`config.mk`:
```
export PLATFORM = sky130hd
export DESIGN_NAME = caw_top
export DESIGN_NICKNAME = d
export VERILOG_FILES = /design/src/caw_pkg.sv /design/src/caw_top.sv
export SDC_FILE = /design/constraint.sdc
export NUM_CORES = 1
export LEC_CHECK = 0
export BUFFER_PORTS_ARGS = -buffer_cell sky130_fd_sc_hd__buf_2
export CAP_MARGIN = 5
export CORE_MARGIN = 2
export CORE_UTILIZATION = 58
export CTS_CLUSTER_DIAMETER = 200
export DETAILED_ROUTE_END_ITERATION = 12
export PLACE_DENSITY_LB_ADDON = 0.25
export RECOVER_POWER = 25
export SETUP_SLACK_MARGIN = 0.2
export SYNTH_ARGS = -nofsm -noshare
export SYNTH_HDL_FRONTEND = slang
export SYNTH_SLANG_ARGS = --single-unit
```
`constraint.sdc`:
```
create_clock -name i_sys_clk -period 6.9 [get_ports i_sys_clk]
set_input_delay 1.38 -clock i_sys_clk [delete_from_list [all_inputs] [get_ports i_sys_clk]]
set_output_delay 1.38 -clock i_sys_clk [all_outputs]
set_load 0.05 [all_outputs]
```
`src/caw_pkg.sv`:
```
// Constants, types and helpers for the counter array waveform and watchdog block.
// Assumes one system clock at 50 MHz and an AXI4-Lite master with 8-bit byte addresses.
package caw_pkg;
  // ----------------------------------------------------------------
  // Register byte addresses
  // ----------------------------------------------------------------
  localparam logic [7:0] CAW_A_CTRL = 8'h00;
  localparam logic [7:0] CAW_A_MODE = 8'h04;
  localparam logic [7:0] CAW_A_PWMCFG = 8'h08;
  localparam logic [7:0] CAW_A_CNTL = 8'h0c;
  localparam logic [7:0] CAW_A_CNTH = 8'h10;
  localparam logic [2:0] CAW_CH_FIRST = 3'h2;  // Channel n sits at 0x20 + 0x10*n
  localparam logic [3:0] CAW_CH_MODE = 4'h0;
  localparam logic [3:0] CAW_CH_LOW = 4'h4;
  localparam logic [3:0] CAW_CH_HIGH = 4'h8;
  // ----------------------------------------------------------------
  // Field positions, reset values, channel count and watchdog channel
  // ----------------------------------------------------------------
  localparam int CAW_CTRL_CF = 7;
  localparam int CAW_CTRL_CR = 6;
  localparam int CAW_CTRL_WDFLAG = 5;
  localparam int CAW_MODE_IDLE_SUSPEND_BIT = 7;
  localparam int CAW_MODE_WATCHDOG_ENABLE_BIT = 6;
  localparam int CAW_MODE_WATCHDOG_LOCK_BIT = 5;
  localparam int CAW_MODE_CPS_LSB = 1;
  localparam int CAW_MODE_ECF = 0;
  localparam int CAW_PWM_RELOAD_SELECT_BIT = 7;
  localparam int CAW_PWM_ECOV = 6;
  localparam int CAW_PWM_INTERMEDIATE_OVERFLOW_FLAG = 5;
  localparam int CAW_PWM_CL_LSB = 0;
  localparam logic [7:0] CAW_MODE_RST = 8'h40;
  localparam int CAW_NCH = 6;
  localparam int CAW_WD_CH = 5;
  // ----------------------------------------------------------------
  // Timing: array clock divisors of the system clock; AXI response codes
  // ----------------------------------------------------------------
  localparam logic [3:0] CAW_DIV_SYS12 = 4'hc;
  localparam logic [3:0] CAW_DIV_SYS4 = 4'h4;
  localparam logic [1:0] CAW_RESP_OKAY = 2'h0;
  localparam logic [1:0] CAW_RESP_SLVERR = 2'h2;
  // ----------------------------------------------------------------
  // Types
  // ----------------------------------------------------------------
  typedef struct packed {
    logic wide; logic ecom; logic capp; logic capn; logic mat; logic tog; logic pwm; logic eccf;
  } caw_chmode_t;
  typedef enum logic [4:0] {
    CAW_EM_OTHER = 5'h01, CAW_EM_FREQ = 5'h02, CAW_EM_PWMS = 5'h04,
    CAW_EM_PWM16 = 5'h08, CAW_EM_WDOG = 5'h10
  } caw_emode_t;
  // Effective mode of one channel; the watchdog overrides the mode register
  function automatic caw_emode_t caw_decode(caw_chmode_t m, logic wd);
    if (wd) return CAW_EM_WDOG;
    // Comparator enable only gates the toggle, so a low-byte write holds the pin
    if (m.pwm && m.tog) return CAW_EM_FREQ;
    if (m.pwm && m.wide) return CAW_EM_PWM16;
    if (m.pwm) return CAW_EM_PWMS;
    return CAW_EM_OTHER;
  endfunction
  // Counter bits that take part in an 8..11-bit cycle
  function automatic logic [15:0] caw_cl_mask(logic [1:0] cl);
    case (cl)
      2'h0: return 16'h00ff;
      2'h1: return 16'h01ff;
      2'h2: return 16'h03ff;
      default: return 16'h07ff;
    endcase
  endfunction
  // Aligned, mapped register address
  function automatic logic caw_addr_ok(logic [7:0] a);
    return (a[1:0] == 2'h0) && ((a <= CAW_A_CNTH) ||
      (!a[7] && (a[6:4] >= CAW_CH_FIRST) && (a[3:2] != 2'h3)));
  endfunction
endpackage

```
`src/caw_top.sv`:
```
// Counter array with six compare channels: frequency output, 8..11-bit and 16-bit PWM,
// channel 5 doubling as watchdog. Registers over AXI4-Lite on the system clock.
// Assumes i_cpu_idle comes from logic on the same clock; the reset output is
// consumed by the system reset controller.
//
// The AXI4-Lite interface to the registers and the placing of the registers were left to the implementer.
`timescale 1ns/1ps
module caw_top
  import caw_pkg::*;
(
  input wire logic i_sys_clk,
  input wire logic i_rst_n,
  input wire logic i_clk_en,
  input wire logic i_cpu_idle,
  input wire logic [7:0] i_s_axi_awaddr,
  input wire logic i_s_axi_awvalid,
  output logic o_s_axi_awready,
  input wire logic [31:0] i_s_axi_wdata,
  input wire logic [3:0] i_s_axi_wstrb,
  input wire logic i_s_axi_wvalid,
  output logic o_s_axi_wready,
  output logic [1:0] o_s_axi_bresp,
  output logic o_s_axi_bvalid,
  input wire logic i_s_axi_bready,
  input wire logic [7:0] i_s_axi_araddr,
  input wire logic i_s_axi_arvalid,
  output logic o_s_axi_arready,
  output logic [31:0] o_s_axi_rdata,
  output logic [1:0] o_s_axi_rresp,
  output logic o_s_axi_rvalid,
  input wire logic i_s_axi_rready,
  output logic [5:0] o_channel_output_pin,
  output logic o_wdt_reset
);
  // ----------------------------------------------------------------
  // State
  // ----------------------------------------------------------------
  logic [15:0] cnt_q;
  logic [15:0] cap_q [CAW_NCH];
  logic [15:0] arl_q [CAW_NCH];
  caw_chmode_t mode_q [CAW_NCH];
  logic [5:0] pin_q, ccf_q;
  logic cf_q, intermediate_overflow_flag_q, cr_q, idle_suspend_bit_q, watchdog_enable_bit_q, watchdog_lock_bit_q, ecf_q, reload_select_bit_q, ecov_q;
  logic [2:0] cps_q;
  logic [1:0] cl_q;
  logic [3:0] div_q;
  logic wdt_reset_q;
  logic awready_q, wready_q, bvalid_q, arready_q, rvalid_q;
  logic [1:0] bresp_q, rresp_q;
  logic [7:0] wr_addr_q, wr_data_q, rdata_q;
  logic wr_strb_q;

  // ----------------------------------------------------------------
  // Array tick and event decode
  // ----------------------------------------------------------------
  logic wdt_on, run_eff, suspend, div_hit, tick_en;
  logic [15:0] cnt_nx, cl_mask;
  logic ovf8, ovf_cl, ovf16, wd_match;
  logic [7:0] wd_reload;
  caw_emode_t emode [CAW_NCH];
  logic [5:0] lo_match, full_match, pwms_match, ccf_set;

  assign wdt_on = watchdog_enable_bit_q | watchdog_lock_bit_q;
  assign run_eff = cr_q | wdt_on;
  assign suspend = idle_suspend_bit_q & i_cpu_idle;
  // Select 0 is sys/12, 1 is sys/4, anything else runs at the system clock
  assign div_hit = (cps_q == 3'h0) ? (div_q == 4'(CAW_DIV_SYS12 - 4'h1)) :
                   (cps_q == 3'h1) ? (div_q == 4'(CAW_DIV_SYS4 - 4'h1)) : 1'b1;
  assign tick_en = i_clk_en & run_eff & ~suspend & div_hit;
  // Pins and flags compare against the value the counter takes at this tick,
  // so duty works out as (2^N - value)/2^N without an extra cycle of slip
  assign cnt_nx = 16'(cnt_q + 16'h1);
  assign cl_mask = caw_cl_mask(cl_q);
  assign ovf8 = (cnt_q[7:0] == 8'hff);
  assign ovf_cl = ((cnt_q & cl_mask) == cl_mask);
  assign ovf16 = (cnt_q == 16'hffff);
  // Watchdog fires when the low byte wraps while the high bytes agree
  assign wd_match = tick_en & wdt_on & ovf8 & (cap_q[CAW_WD_CH][15:8] == cnt_q[15:8]);
  assign wd_reload = 8'(cnt_q[15:8] + cap_q[CAW_WD_CH][7:0]);

  // Per-channel compare results and hardware flag sets
  always_comb begin
    for (int i = 0; i < CAW_NCH; i++) begin
      emode[i] = caw_decode(mode_q[i], (i == CAW_WD_CH) && wdt_on);
      lo_match[i] = (cnt_nx[7:0] == cap_q[i][7:0]);
      full_match[i] = (cnt_nx == cap_q[i]);
      pwms_match[i] = ((cnt_nx & cl_mask) == (cap_q[i] & cl_mask));
      ccf_set[i] = 1'b0;
      if (tick_en && mode_q[i].ecom && mode_q[i].mat && emode[i] != CAW_EM_WDOG) begin
        ccf_set[i] = (emode[i] == CAW_EM_PWMS) ? pwms_match[i] : full_match[i];
      end
    end
  end

  // ----------------------------------------------------------------
  // Register write decode
  // ----------------------------------------------------------------
  logic wr_do, we, w_ctrl, w_mode, w_pwm, w_cntl, w_cnth, w_is_ch;
  logic [2:0] w_ch;
  logic [5:0] w_cm, w_lo, w_hi;

  assign wr_do = i_clk_en & ~awready_q & ~wready_q & ~bvalid_q;
  assign we = wr_do & wr_strb_q & caw_addr_ok(wr_addr_q);
  assign w_ctrl = we & (wr_addr_q == CAW_A_CTRL);
  assign w_mode = we & (wr_addr_q == CAW_A_MODE);
  assign w_pwm = we & (wr_addr_q == CAW_A_PWMCFG);
  assign w_cntl = we & (wr_addr_q == CAW_A_CNTL);
  assign w_cnth = we & (wr_addr_q == CAW_A_CNTH);
  assign w_is_ch = we & ~wr_addr_q[7] & (wr_addr_q[6:4] >= CAW_CH_FIRST);
  assign w_ch = 3'(wr_addr_q[6:4] - CAW_CH_FIRST);

  always_comb begin
    for (int i = 0; i < CAW_NCH; i++) begin
      w_cm[i] = w_is_ch && (w_ch == 3'(i)) && (wr_addr_q[3:0] == CAW_CH_MODE);
      w_lo[i] = w_is_ch && (w_ch == 3'(i)) && (wr_addr_q[3:0] == CAW_CH_LOW);
      w_hi[i] = w_is_ch && (w_ch == 3'(i)) && (wr_addr_q[3:0] == CAW_CH_HIGH);
    end
  end

  // ----------------------------------------------------------------
  // Array clock divider and counter
  // ----------------------------------------------------------------
  // Divider only moves while the counter may run and holds its count when stopped, so a restart resumes the partial period
  always_ff @(posedge i_sys_clk) begin
    if (!i_rst_n) begin
      div_q <= 4'h0;
    end else if (i_clk_en && run_eff && !suspend) begin
      div_q <= div_hit ? 4'h0 : 4'(div_q + 4'h1);
    end
  end

  // Counter: software writes win over the tick, but not while the watchdog guards it
  always_ff @(posedge i_sys_clk) begin
    if (!i_rst_n) begin
      cnt_q <= 16'h0000;
    end else if (i_clk_en) begin
      if (tick_en) begin
        cnt_q <= cnt_nx;
      end
      if (w_cntl && !wdt_on) begin
        cnt_q[7:0] <= wr_data_q;
      end
      if (w_cnth && !wdt_on) begin
        cnt_q[15:8] <= wr_data_q;
      end
    end
  end

  // ----------------------------------------------------------------
  // Control and configuration bits
  // ----------------------------------------------------------------
  always_ff @(posedge i_sys_clk) begin
    if (!i_rst_n) begin
      cr_q <= 1'b0;
      {idle_suspend_bit_q, watchdog_enable_bit_q, watchdog_lock_bit_q} <= CAW_MODE_RST[7:5];
      cps_q <= CAW_MODE_RST[3:1];
      ecf_q <= CAW_MODE_RST[0];
      reload_select_bit_q <= 1'b0;
      ecov_q <= 1'b0;
      cl_q <= 2'h0;
    end else if (i_clk_en) begin
      if (w_ctrl) begin
        cr_q <= wr_data_q[CAW_CTRL_CR];
      end
      if (w_mode) begin
        // Clock select and idle control are frozen while the watchdog is on
        if (!wdt_on) begin
          idle_suspend_bit_q <= wr_data_q[CAW_MODE_IDLE_SUSPEND_BIT];
          cps_q <= wr_data_q[CAW_MODE_CPS_LSB +: 3];
        end
        watchdog_enable_bit_q <= wr_data_q[CAW_MODE_WATCHDOG_ENABLE_BIT] | watchdog_lock_bit_q;
        watchdog_lock_bit_q <= watchdog_lock_bit_q | wr_data_q[CAW_MODE_WATCHDOG_LOCK_BIT];
        ecf_q <= wr_data_q[CAW_MODE_ECF];
      end
      if (w_pwm) begin
        reload_select_bit_q <= wr_data_q[CAW_PWM_RELOAD_SELECT_BIT];
        ecov_q <= wr_data_q[CAW_PWM_ECOV];
        cl_q <= wr_data_q[CAW_PWM_CL_LSB +: 2];
      end
    end
  end

  // ----------------------------------------------------------------
  // Event flags: a hardware set in the same cycle beats a software clear
  // ----------------------------------------------------------------
  always_ff @(posedge i_sys_clk) begin
    if (!i_rst_n) begin
      cf_q <= 1'b0;
      intermediate_overflow_flag_q <= 1'b0;
      ccf_q <= 6'h00;
    end else if (i_clk_en) begin
      if (w_ctrl) begin
        cf_q <= wr_data_q[CAW_CTRL_CF] | (tick_en & ovf16);
        ccf_q <= wr_data_q[5:0] | ccf_set;
      end else begin
        cf_q <= cf_q | (tick_en & ovf16);
        ccf_q <= ccf_q | ccf_set;
      end
      if (w_pwm) begin
        intermediate_overflow_flag_q <= wr_data_q[CAW_PWM_INTERMEDIATE_OVERFLOW_FLAG] | (tick_en & ovf_cl);
      end else begin
        intermediate_overflow_flag_q <= intermediate_overflow_flag_q | (tick_en & ovf_cl);
      end
    end
  end

  // ----------------------------------------------------------------
  // Watchdog reset pulse, one system clock long
  // ----------------------------------------------------------------
  always_ff @(posedge i_sys_clk) begin
    if (!i_rst_n) begin
      wdt_reset_q <= 1'b0;
    end else if (i_clk_en) begin
      wdt_reset_q <= wd_match | (w_ctrl & wdt_on & wr_data_q[CAW_CTRL_WDFLAG]);
    end
  end

  // ----------------------------------------------------------------
  // Channels: compare/reload registers, mode registers, pins
  // ----------------------------------------------------------------
  // Hardware updates come first so a software write in the same cycle wins
  always_ff @(posedge i_sys_clk) begin
    if (!i_rst_n) begin
      for (int i = 0; i < CAW_NCH; i++) begin
        cap_q[i] <= 16'h0000;
        arl_q[i] <= 16'h0000;
        mode_q[i] <= '0;
      end
      pin_q <= 6'h00;
    end else if (i_clk_en) begin
      for (int i = 0; i < CAW_NCH; i++) begin
        unique case (emode[i])
          CAW_EM_FREQ: begin
            // Adding a zero high byte wraps back in 256 clocks; comparator off holds the pin
            if (tick_en && mode_q[i].ecom && lo_match[i]) begin
              pin_q[i] <= ~pin_q[i];
              cap_q[i][7:0] <= 8'(cap_q[i][7:0] + cap_q[i][15:8]);
            end
          end
          CAW_EM_PWMS: begin
            if (!mode_q[i].ecom) begin
              pin_q[i] <= 1'b0;
            end else if (tick_en && ovf_cl) begin
              if (cl_q == 2'h0) begin
                cap_q[i][7:0] <= cap_q[i][15:8];
                pin_q[i] <= (cap_q[i][15:8] == 8'h00);
              end else begin
                cap_q[i] <= arl_q[i];
                pin_q[i] <= ((arl_q[i] & cl_mask) == 16'h0000);
              end
            end else if (tick_en && pwms_match[i]) begin
              pin_q[i] <= 1'b1;
            end
          end
          CAW_EM_PWM16: begin
            if (!mode_q[i].ecom) begin
              pin_q[i] <= 1'b0;
            end else if (tick_en && ovf16) begin
              pin_q[i] <= (cap_q[i] == 16'h0000);
            end else if (tick_en && full_match[i]) begin
              pin_q[i] <= 1'b1;
            end
          end
          CAW_EM_WDOG, CAW_EM_OTHER: begin
            pin_q[i] <= pin_q[i];
          end
        endcase
        // Software side of the channel registers
        if (w_cm[i] && !((i == CAW_WD_CH) && wdt_on)) begin
          mode_q[i] <= caw_chmode_t'(wr_data_q);
        end
        if (w_lo[i]) begin
          if (reload_select_bit_q) begin
            arl_q[i][7:0] <= wr_data_q;
          end else begin
            cap_q[i][7:0] <= wr_data_q;
          end
          mode_q[i].ecom <= 1'b0;
        end
        if (w_hi[i]) begin
          if ((i == CAW_WD_CH) && wdt_on) begin
            cap_q[i][15:8] <= wd_reload;
          end else if (reload_select_bit_q) begin
            arl_q[i][15:8] <= wr_data_q;
          end else begin
            cap_q[i][15:8] <= wr_data_q;
          end
          mode_q[i].ecom <= 1'b1;
        end
      end
    end
  end

  // ----------------------------------------------------------------
  // AXI4-Lite slave: one write and one read at a time, byte lane 0 only
  // ----------------------------------------------------------------
  // Write: address and data are taken in any order, the write lands when both are held
  always_ff @(posedge i_sys_clk) begin
    if (!i_rst_n) begin
      awready_q <= 1'b1;
      wready_q <= 1'b1;
      bvalid_q <= 1'b0;
      bresp_q <= CAW_RESP_OKAY;
      wr_addr_q <= 8'h00;
      wr_data_q <= 8'h00;
      wr_strb_q <= 1'b0;
    end else if (i_clk_en) begin
      if (awready_q && i_s_axi_awvalid) begin
        wr_addr_q <= i_s_axi_awaddr;
        awready_q <= 1'b0;
      end
      if (wready_q && i_s_axi_wvalid) begin
        wr_data_q <= i_s_axi_wdata[7:0];
        wr_strb_q <= i_s_axi_wstrb[0];
        wready_q <= 1'b0;
      end
      if (wr_do) begin
        bvalid_q <= 1'b1;
        bresp_q <= caw_addr_ok(wr_addr_q) ? CAW_RESP_OKAY : CAW_RESP_SLVERR;
      end
      if (bvalid_q && i_s_axi_bready) begin
        bvalid_q <= 1'b0;
        awready_q <= 1'b1;
        wready_q <= 1'b1;
      end
    end
  end

  // Read mux; channel data follows the reload select
  logic [7:0] rd_byte;
  logic [2:0] r_ch;
  always_comb begin
    r_ch = 3'(i_s_axi_araddr[6:4] - CAW_CH_FIRST);
    rd_byte = 8'h00;
    if (caw_addr_ok(i_s_axi_araddr)) begin
      if (i_s_axi_araddr == CAW_A_CTRL) begin
        rd_byte = {cf_q, cr_q, ccf_q};
      end else if (i_s_axi_araddr == CAW_A_MODE) begin
        rd_byte = {idle_suspend_bit_q, watchdog_enable_bit_q, watchdog_lock_bit_q, 1'b0, cps_q, ecf_q};
      end else if (i_s_axi_araddr == CAW_A_PWMCFG) begin
        rd_byte = {reload_select_bit_q, ecov_q, intermediate_overflow_flag_q, 3'h0, cl_q};
      end else if (i_s_axi_araddr == CAW_A_CNTL) begin
        rd_byte = cnt_q[7:0];
      end else if (i_s_axi_araddr == CAW_A_CNTH) begin
        rd_byte = cnt_q[15:8];
      end else if (i_s_axi_araddr[3:0] == CAW_CH_MODE) begin
        rd_byte = mode_q[r_ch];
      end else if (i_s_axi_araddr[3:0] == CAW_CH_LOW) begin
        rd_byte = reload_select_bit_q ? arl_q[r_ch][7:0] : cap_q[r_ch][7:0];
      end else begin
        rd_byte = reload_select_bit_q ? arl_q[r_ch][15:8] : cap_q[r_ch][15:8];
      end
    end
  end

  always_ff @(posedge i_sys_clk) begin
    if (!i_rst_n) begin
      arready_q <= 1'b1;
      rvalid_q <= 1'b0;
      rdata_q <= 8'h00;
      rresp_q <= CAW_RESP_OKAY;
    end else if (i_clk_en) begin
      if (arready_q && i_s_axi_arvalid) begin
        arready_q <= 1'b0;
        rvalid_q <= 1'b1;
        rdata_q <= rd_byte;
        rresp_q <= caw_addr_ok(i_s_axi_araddr) ? CAW_RESP_OKAY : CAW_RESP_SLVERR;
      end else if (rvalid_q && i_s_axi_rready) begin
        rvalid_q <= 1'b0;
        arready_q <= 1'b1;
      end
    end
  end

  // Outputs straight from flops
  assign o_s_axi_awready = awready_q;
  assign o_s_axi_wready = wready_q;
  assign o_s_axi_bvalid = bvalid_q;
  assign o_s_axi_bresp = bresp_q;
  assign o_s_axi_arready = arready_q;
  assign o_s_axi_rvalid = rvalid_q;
  assign o_s_axi_rresp = rresp_q;
  assign o_s_axi_rdata = {24'h000000, rdata_q};
  assign o_channel_output_pin = pin_q;
  assign o_wdt_reset = wdt_reset_q;
endmodule // caw_top

```
# Word-level counts from Yosys, hierarchy flattened
# Memory sizes are Yosys's and may differ from the RTL's.
# Cells that the tools add are included.
word_totals:
  ram_bits: 240
  output_inout_bits: 48
  n_memories: 3
  regBits: 81
mem_list:
  columns: ["name", "words", "width", "read_ports", "rd_clocked_by_memory_dff", "write_ports", "line_no", "rtl"]
  rows:
  - ["arl_q", 6, 16, 7, 0, 6, "caw_top.sv:40", "logic [15:0] arl_q [CAW_NCH];"]
  - ["cap_q", 6, 16, 7, 0, 6, "caw_top.sv:39", "logic [15:0] cap_q [CAW_NCH];"]
  - ["mode_q", 6, 8, 7, 0, 6, "caw_top.sv:41", "caw_chmode_t mode_q [CAW_NCH];"]
classes:
  add_sub_neg: 11
  muxes: 514
  order_cmp: 4
  n_reduce_logical: 155
  eq_ne: 99
  n_bitwise: 133
ops:
  columns: ["operator", "n"]
  rows:
  - ["$mux 8", 67]
  - ["$mux 1", 397]
  - ["$eq 16x16->1", 13]
  - ["$logic_not 16->1", 12]
  - ["$mux 5", 38]
  - ["$and 16x16->16", 10]
  - ["$logic_and 1x1->1", 90]
  - ["$or 1x1->1", 76]
  - ["$and 16x11->16", 4]
  - ["$logic_not 8->1", 8]
  - ["$add 8x8->8", 7]
  - ["$eq 8x8->1", 7]
  - ["$pmux 11 s3", 1]
  - ["$eq 8x4->1 const B", 4]
  - ["$eq 5x1->1 const B", 6]
  - ["$eq 5x2->1 const B", 6]
  - ["$eq 5x3->1 const B", 6]
  - ["$eq 5x4->1 const B", 6]
  - ["$eq 5x5->1 const B", 6]
  - ["$ne 5x5->1 const B", 6]
  - ["$reduce_and 5->1", 6]
  - ["$reduce_and 2->1", 13]
  - ["$ne 4x2->1 const B", 6]
  - ["$ne 4x4->1 const B", 6]
  - ["other kinds (34)", 115]

# Logic depth before layout (Yosys ltp)
# Gate-level depths: netlist (run 1).
# An unclocked memory read counts as a cell.
logic_depth:
  ltp_word: 22
  ltp_mapped: 15

# Worst setup path before layout (run 1)
# No wires, ideal clock.
synth_path:
  path_type: "in2reg"
  from: "in i_s_axi_araddr[5]"
  to: "reg rdata_q[6]"
  setup_slack_ns: 2.658
  stages: 13
  arrival_ns: 4.110
  required_time_ns: 6.768
  setup_ns: 0.132
  n_path_buf: 5
  cell_sequence: "buf_2 -> buf_1 -> buf_2 -> inv_1 -> ha_1 -> clkbuf_1 -> clkbuf_1 -> o21ai_0 -> mux4_2 -> o21ai_0 -> o21ai_0 -> o21ai_0 -> a21oi_1"
synth_via:
  elab_chain_len: 11
  elab_cells_between_ends: 25
  classes_between: "1 x add/sub; 2 x order compare; 4 x eq/ne; 10 x mux; 5 x reduce/logical; 3 x memory"
synth_lines:
  columns: ["element", "line_no", "rtl"]
  rows:
  - ["start, declared", "caw_top.sv:25", "input wire logic [7:0] i_s_axi_araddr,"]
  - ["$sub 3x2->3", "caw_top.sv:333", "r_ch = 3'(i_s_axi_araddr[6:4] - CAW_CH_FIRST);"]
  - ["$mem_v2 6x16 (on tied branches)", null, null]
  - ["$mux 8 (on tied branches)", "caw_top.sv:351, caw_top.sv:349", null]
  - ["$mux 8", "caw_top.sv:348", "end else if (i_s_axi_araddr[3:0] == CAW_CH_LOW) begin"]
  - ["$mux 8", "caw_top.sv:346", "end else if (i_s_axi_araddr[3:0] == CAW_CH_MODE) begin"]
  - ["$mux 8", "caw_top.sv:344", "end else if (i_s_axi_araddr == CAW_A_CNTH) begin"]
  - ["$mux 8", "caw_top.sv:342", "end else if (i_s_axi_araddr == CAW_A_CNTL) begin"]
  - ["$mux 8", "caw_top.sv:340", "end else if (i_s_axi_araddr == CAW_A_PWMCFG) begin"]
  - ["$mux 8", "caw_top.sv:338", "end else if (i_s_axi_araddr == CAW_A_MODE) begin"]
  - ["$mux 8", "caw_top.sv:336", "if (i_s_axi_araddr == CAW_A_CTRL) begin"]
  - ["$mux 8 (*)", "caw_top.sv:335", "if (caw_addr_ok(i_s_axi_araddr)) begin"]
  - ["end signal, assigned", "caw_top.sv:366", "rdata_q <= rd_byte;"]
  - ["end, declared", "caw_top.sv:50", "logic [7:0] wr_addr_q, wr_data_q, rdata_q;"]
# Every way passes the cells marked *; elsewhere a longest branch is shown, timed or not.
# A chain may end at the register's enable or synchronous reset.

==> flow_metrics.py, run 1 <==
metrics = {
    "outcome": {
        "status": "finished, violations left",
        "violations": "max-capacitance violations, max-slew violations",
    },
    "yosys": {
        "seq_area_frac_synth_pct": 38.9,
        "yosysWarnings": 0,
        "yosysUniqueCellTypes": 97,
        "synth_top_cell_by_area": "edfxtp_1",
        "synth_ff_type": "edfxtp_1",
        "syn-mean-instance-area_um2": 9.16,
        "syn_inst": 2465,
        "synth_top_area_share_pct": 31.9,
        "ys_async_sr_fraction_pct": 0,
        "synth-seq-cells": 319,
        "syn_area_um2": 22600,
        "synth_edf_count": 240,
        "synth_area_leaders": "edfxtp_1 32%, dfxtp_1 7.0%, nand2_1 5.6%, mux4_2 5.2%, o21ai_0 4.0%",
    },
    "global_routing": {
        "grt_use_total_pct": 41.5,
        "grt_max_degree": 51,
        "grt_pass1_wl_um": 124000,
        "antenna_found_initial": 3,
        "grt_overflow_total": 0,
        "grt_pass1_vias": 18800,
    },
    "setup_path": {
        "reg2reg_from": "cnt_q[3]$_SDFFE_PN0P_",
        "ff2ff_setup_slack_ns": 1.92,
        "path_class": "input pin to flop",
        "cp_max_fo": 16,
        "end_kind": "flop",
        "reg2reg_depth": 6,
        "r2r-end": "cap_q[0][9]$_SDFFCE_PN0P_",
        "worstPathRequired_ns": 7.12,
        "critPathLaunchType": "input pin",
        "arrival_ns": 5.56,
    },
    "placement": {
        "dp_cells": 2900,
        "hpwl_um": 60600,
        "portBuffers": 55,
        "placed_area_um2": 23000,
        "gp_congestion": 1.03,
    },
    "finish": {
        "fin_area_um2": 24200,
        "fillerInstances": 3278,
        "layout_commonest_cell": "nand2_1",
        "stdcell_count": 2972,
        "area_growth_pct": 7.04,
        "final_layout_size_suffix_gt1_share_pct": 9.43,
        "num-nets-final": 2543,
        "final_cell_mix": "339 x nand2_1, 240 x edfxtp_1, 181 x o21ai_0",
    },
    "clock_tree": {
        "htree_levels": 2,
        "postCtsSetupBuffers": 0,
        "cts.sinks": 319,
        "cts_resized": 0,
        "cts_hold_buf": 0,
        "clk_pin_slew_ns": 0.06,
        "insertion_delay_ns": 0.56,
        "cts_root_buf": "clkbuf_16",
        "cts_tree": "done",
        "cts_made_buffers": 37,
        "clk_path_buf_depth": 3,
    },
    "flow_run": {
        "drv_cap": 1,
    },
    "floorplan": {
        "die_y_um": 201,
        "core_um2": 38600,
        "start_util_pct": 58.5,
        "top_level_ports": 109,
        "die_area_um2": 40500,
        "fp.dieW_um": 201,
        "rows": 72,
    },
    "min_path": {
        "whs_endpoint": "o_s_axi_rvalid$_SDFFE_PN0P_",
        "hold_start": "o_s_axi_rvalid$_SDFFE_PN0P_",
        "min_path_type": "flop to flop",
        "min_path_cells": 2,
    },
    "drt": {
        "drtIter0Drc": 3054,
        "dr.pass1.iters": 5,
        "drcViolationCount": 0,
        "routed_wl_um": 84900,
        "via_per_inst": 6.93,
        "post_drt_wl_per_cell_um": 28.6,
        "vias": 20600,
        "ant_nets": 0,
    },
    "timing": {
        "setup_viol": 0,
        "timing.hold.ws_ns": 0.475,
        "slew-limit-headroom_pct": -28.3,
        "max_freq_mhz": 187,
        "finClkSkew_ns": 0.0195,
        "hold_violations": 0,
        "layout_min_cycle_time_ns": 5.34,
        "drv_slew": 29,
        "tightestPinTransition_ns": 1.92,
        "setup_tns_ns": 0,
        "rsz0062_at_grt": "no",
        "fin_crit_sh_pct": 77.4,
    },
    "power": {
        "p_leak_nw": 8.41,
        "ir_drop_mv": 0.201,
        "switching_share_pct": 26.7,
        "power_per_cell_area_nw_per_um2": 196,
        "intPower_mw": 3.48,
        "clockPowerShare_pct": 42.5,
        "p_switching_mw": 1.27,
        "seq_power_share_pct": 46.9,
        "comb_power_share_pct": 10.5,
    },
}
-- cell usage after synthesis, types with 25 or more instances --
library cell / number
dfxtp_1: 79
a211oi_1: 35
nor2_1: 176
nor4_1: 44
buf_2: 25
inv_1: 46
xnor2_1: 99
and2_1: 74
mux2i_1: 50
buf_4: 33
xor2_1: 54
nand3_1: 86
o21ai_0: 181
ha_1: 53
nand2_1: 339
clkbuf_1: 135
mux4_2: 52
nor3_1: 114
nand2b_1: 25
edfxtp_1: 240
a21oi_1: 133
-- flip-flops by register name (all words and copies together) (netlist names), 6 cells and up --
signal                flops
arl_q                    96
cap_q                    96
mode_q                   48
cnt_q                    16
rdata_q                   8
wr_addr_q                 8
wr_data_q                 8
ccf_q                     6
o_channel_output_pin      6
-- critical path, cell delays in order --
cell      delay (ns)
clkbuf_1        0.10
nor4b_1         0.72
nand3_1         0.16
nor4_1          0.54
nand4b_1        0.76
nand2b_1        0.65
nor2_1          0.81
or3_1           0.43
-- power by group through the flow --
stage	registers [mW]	logic (mW)	clock network (mW)
global placement	2.26	0.475	0
finish	2.23	0.500	2.02
floorplan	2.21	0.357	0
detailed placement	2.26	0.483	0
global route	2.23	0.529	2.09
CTS	2.22	0.486	2.02
-- cells by family (layout without fill, tap and decap cells) --
| kind of cell | Yosys count | in the layout | share of synthesized area, % |
|---|---|---|---|
| AO/OA/AOI/OAI | 548 | 548 | 15.2 |
| XOR/XNOR | 172 | 172 | 7.89 |
| adder cells (fa/ha/maj) | 61 | 61 | 3.60 |
| buffers and inverters | 261 | 220 | 5.20 |
| flip-flops | 319 | 319 | 38.9 |
| multiplexers | 108 | 108 | 7.70 |
| other | 1 | 31 | 0.0166 |
| AND/OR/NAND/NOR | 995 | 995 | 21.5 |
-- how the worst max path moves through the flow --
stage,start,endpoint,cells past startpoint
2_1_floorplan,i_s_axi_araddr[5],rdata_q[6]$_SDFFE_PN0P_,13
3_3_place_gp,i_clk_en,cap_q[5][14]$_DFFE_PP_,8
3_5_place_dp,i_clk_en,cap_q[5][11]$_DFFE_PP_,8
4_1_cts,cnt_q[3]$_SDFFE_PN0P_,cap_q[0][9]$_SDFFCE_PN0P_,6
5_1_grt,i_clk_en,cap_q[5][8]$_DFFE_PP_,10
6_report,i_clk_en,cap_q[5][11]$_DFFE_PP_,8
-- area by class of cell --
type,instances,area (um2),area share (%)
inverters,50,188,0.777
well taps,518,648,2.68
clock buffers,50,1020,4.20
flip-flops and latches,319,8790,36.4
repair buffers,104,597,2.47
multi-input cells,1910,12700,52.6
clock inverters,16,195,0.808
diodes,5,12.5,0.0518
-- per-layer routing --
metal	vias to the layer above	share of wire, %	GRT usage [%]
li1	8920	-	-
met1	9737	37	57.8
met2	1637	41	58.5
met3	302	16	14.2
met4	2	5.2	19.0
met5	-	0.013	0
-- metrics by stage --
stage / utilization [%] / power [mW] / worst slack [ns]
2_1_floorplan: - / 2.57 / 2.66
3_3_place_gp: 59.6 / 2.73 / 1.76
3_5_place_dp: 59.6 / 2.74 / 1.69
4_1_cts: 62.8 / 4.72 / 2.13
5_1_grt: 62.6 / 4.84 / 1.14
6_report: 62.7 / 4.75 / 1.56
Note: power is estimated with default switching activity, not from simulation.
==> run 2, diff against run 1 <==
==> constraint.sdc (replaced) <==
create_clock -name i_sys_clk -period 5 [get_ports i_sys_clk]
set_input_delay 1 -clock i_sys_clk [delete_from_list [all_inputs] [get_ports i_sys_clk]]
set_output_delay 1 -clock i_sys_clk [all_outputs]
set_load 0.05 [all_outputs]
==> run 2 against run 1 <==
  * The flow still finishes with violations (max-capacitance violations, max-slew violations)
  * Hold slack worse by 0.0031 ns
  * Core utilization increased by 0.65 points
  * Non-clock buffer count rose by 38
  * Die area stayed put
  * First-iteration DRC count rose by 5.4%
  * Clock power is 35% higher
  * Total power up 37%
  * Setup slack lost 1.0 ns
  * Wire length grew 3.7%
  * Critical path depth fell by 1
  * Sequential power grew 38%
  * Sequential cell count is the same
  * Critical path type is now flop to flop
  * Critical endpoint is now cap_q[4][0]$_SDFFCE_PN0P_
  * Largest power group unchanged
==> flow_metrics.py, run 2 (same netlist as run 1, synthesis figures left out) <==
metrics = {
    "clock_tree": {
        "clk_path_buf_depth": 3,
        "cts_resized": 0,
        "postCtsSetupBuffers": 0,
        "cts_made_buffers": 37,
        "htree_levels": 2,
        "cts.sinks": 319,
        "insertion_delay_ns": 0.57,
        "cts_tree": "done",
        "clk_pin_slew_ns": 0.06,
        "cts_root_buf": "clkbuf_16",
        "cts_hold_buf": 0,
    },
    "power": {
        "power_per_cell_area_nw_per_um2": 266,
        "ir_drop_mv": 0.326,
        "power_mw": 6.50,
        "switching_share_pct": 27.4,
        "intPower_mw": 4.72,
        "seq_power_share_pct": 47.4,
        "p_switching_mw": 1.78,
        "clockPowerShare_pct": 41.8,
        "comb_power_share_pct": 10.8,
        "p_leak_nw": 8.60,
    },
    "global_routing": {
        "grt_use_total_pct": 42.9,
        "grt_overflow_total": 0,
        "grt_pass1_vias": 19500,
        "antenna_found_initial": 5,
        "grt_max_degree": 48,
        "grt_pass1_wl_um": 128000,
    },
    "timing": {
        "setup_viol": 0,
        "finClkSkew_ns": 0.0248,
        "layout_min_cycle_time_ns": 4.46,
        "drv_slew": 84,
        "fin_crit_sh_pct": 89.2,
        "slew-limit-headroom_pct": -82.7,
        "worst_slack_ns": 0.541,
        "max_freq_mhz": 224,
        "rsz0062_at_grt": "no",
        "tightestPinTransition_ns": 2.74,
        "hold_violations": 0,
        "setup_tns_ns": 0,
    },
    "floorplan": {
        "fp.dieW_um": 201,
        "die_area_um2": 40500,
        "core_um2": 38600,
        "rows": 72,
        "start_util_pct": 58.5,
        "top_level_ports": 109,
        "die_y_um": 201,
    },
    "placement": {
        "dp_cells": 2939,
        "placed_area_um2": 23300,
        "hpwl_um": 63500,
        "dp_worst_setup_slack_ns": 0.769,
        "gp_congestion": 1.09,
        "portBuffers": 55,
    },
    "setup_path": {
        "end_kind": "flop",
        "arrival_ns": 4.60,
        "worstPathRequired_ns": 5.14,
        "critPathLaunchType": "flop",
        "path_class": "flop to flop",
        "cp_max_fo": 11,
    },
    "drt": {
        "routed_wl_um": 88100,
        "ant_nets": 0,
        "wl_met3_um": 14300,
        "wl_met2_um": 35800,
        "topRoutingLayerUsed": "met5",
        "drcViolationCount": 0,
        "vias": 21100,
        "wl_met1_um": 32500,
        "via_per_inst": 7.00,
        "dr.pass1.iters": 6,
        "post_drt_wl_per_cell_um": 29.3,
        "drtIter0Drc": 3220,
    },
    "finish": {
        "num-nets-final": 2581,
        "area_growth_pct": 8.15,
        "fin_area_um2": 24400,
        "final_cell_mix": "339 x nand2_1, 240 x edfxtp_1, 181 x o21ai_0",
        "fillerInstances": 3319,
        "layout_commonest_cell": "nand2_1",
        "final_layout_size_suffix_gt1_share_pct": 11.0,
        "stdcell_count": 3008,
        "largest_registers": "arl_q: 96 flops, cap_q: 96 flops, mode_q: 48 flops",
    },
    "outcome": {
        "status": "finished, violations left",
        "violations": "max-capacitance violations, max-slew violations",
    },
    "flow_run": {
        "drv_cap": 2,
    },
    "min_path": {
        "min_path_type": "flop to flop",
    },
}
[run 2: changes by cell type in the layout (fill, tap and decap cells not counted), moves of 2 or more]
cell / change
diode_2: -3
clkbuf_1: -3
clkinvlp_4: +2
and2_0: -11
clkinv_4: +2
and2_1: +11
clkinv_2: +2
buf_4: +40
[run 2: power by group through the flow]
stage	combinational, mW	sequential, mW	clock, mW
after detailed placement	0.675	3.12	0
after floorplan	0.492	3.05	0
after CTS	0.679	3.07	2.71
after global routing	0.738	3.08	2.80
final	0.702	3.08	2.72
after global placement	0.663	3.12	0
[run 2: path summary, 6_finish.rpt]
check,to,slack (ns),depth (start not counted),startpoint
min,o_wdt_reset$_SDFFE_PN0P_,0.47,2,o_wdt_reset$_SDFFE_PN0P_
max reg2reg,cap_q[4][0]$_SDFFCE_PN0P_,0.54,7,cnt_q[2]$_SDFFE_PN0P_
min reg2reg,o_wdt_reset$_SDFFE_PN0P_,0.47,2,o_wdt_reset$_SDFFE_PN0P_
max,cap_q[4][0]$_SDFFCE_PN0P_,0.54,7,cnt_q[2]$_SDFFE_PN0P_
[run 2: metrics by stage]
| step | hold slack [ns] | utilization (%) |
|---|---|---|
| 2_1_floorplan | 0.436 | - |
| 3_3_place_gp | 0.457 | 60.4 |
| 3_5_place_dp | 0.464 | 60.4 |
| 4_1_cts | 0.474 | 63.5 |
| 5_1_grt | 0.497 | 63.3 |
| 6_report | 0.471 | 63.3 |
[run 2: cell type report]
type                       count  area, um2  share of cell area (%)
sequential                   319       8790                    36.0
clock inverter                20        206                   0.846
clock buffer                  47        973                    3.99
inverter                      50        188                   0.769
multi-input combinational   1910      12700                    52.1
timing repair buffer         142        887                    3.63
tap                          518        648                    2.65
antenna                        2       5.00                  0.0205
[run 2: layer usage]
metal  GRT usage, %  vias to the layer above
met4           20.9                       10
met2           61.0                     1771
met3           16.0                      356
met1           57.8                     9935
met5          0.714                        -
li1               -                     8995
[run 2: critical path: stages, from the launching register on]
cell,delay [ns]
dfxtp_1,0.69
and4_1,0.43
nand2_1,0.22
xnor2_1,0.25
o2111ai_1,0.58
nor2_1,0.20
a31oi_1,1.02
nand3b_1,0.63
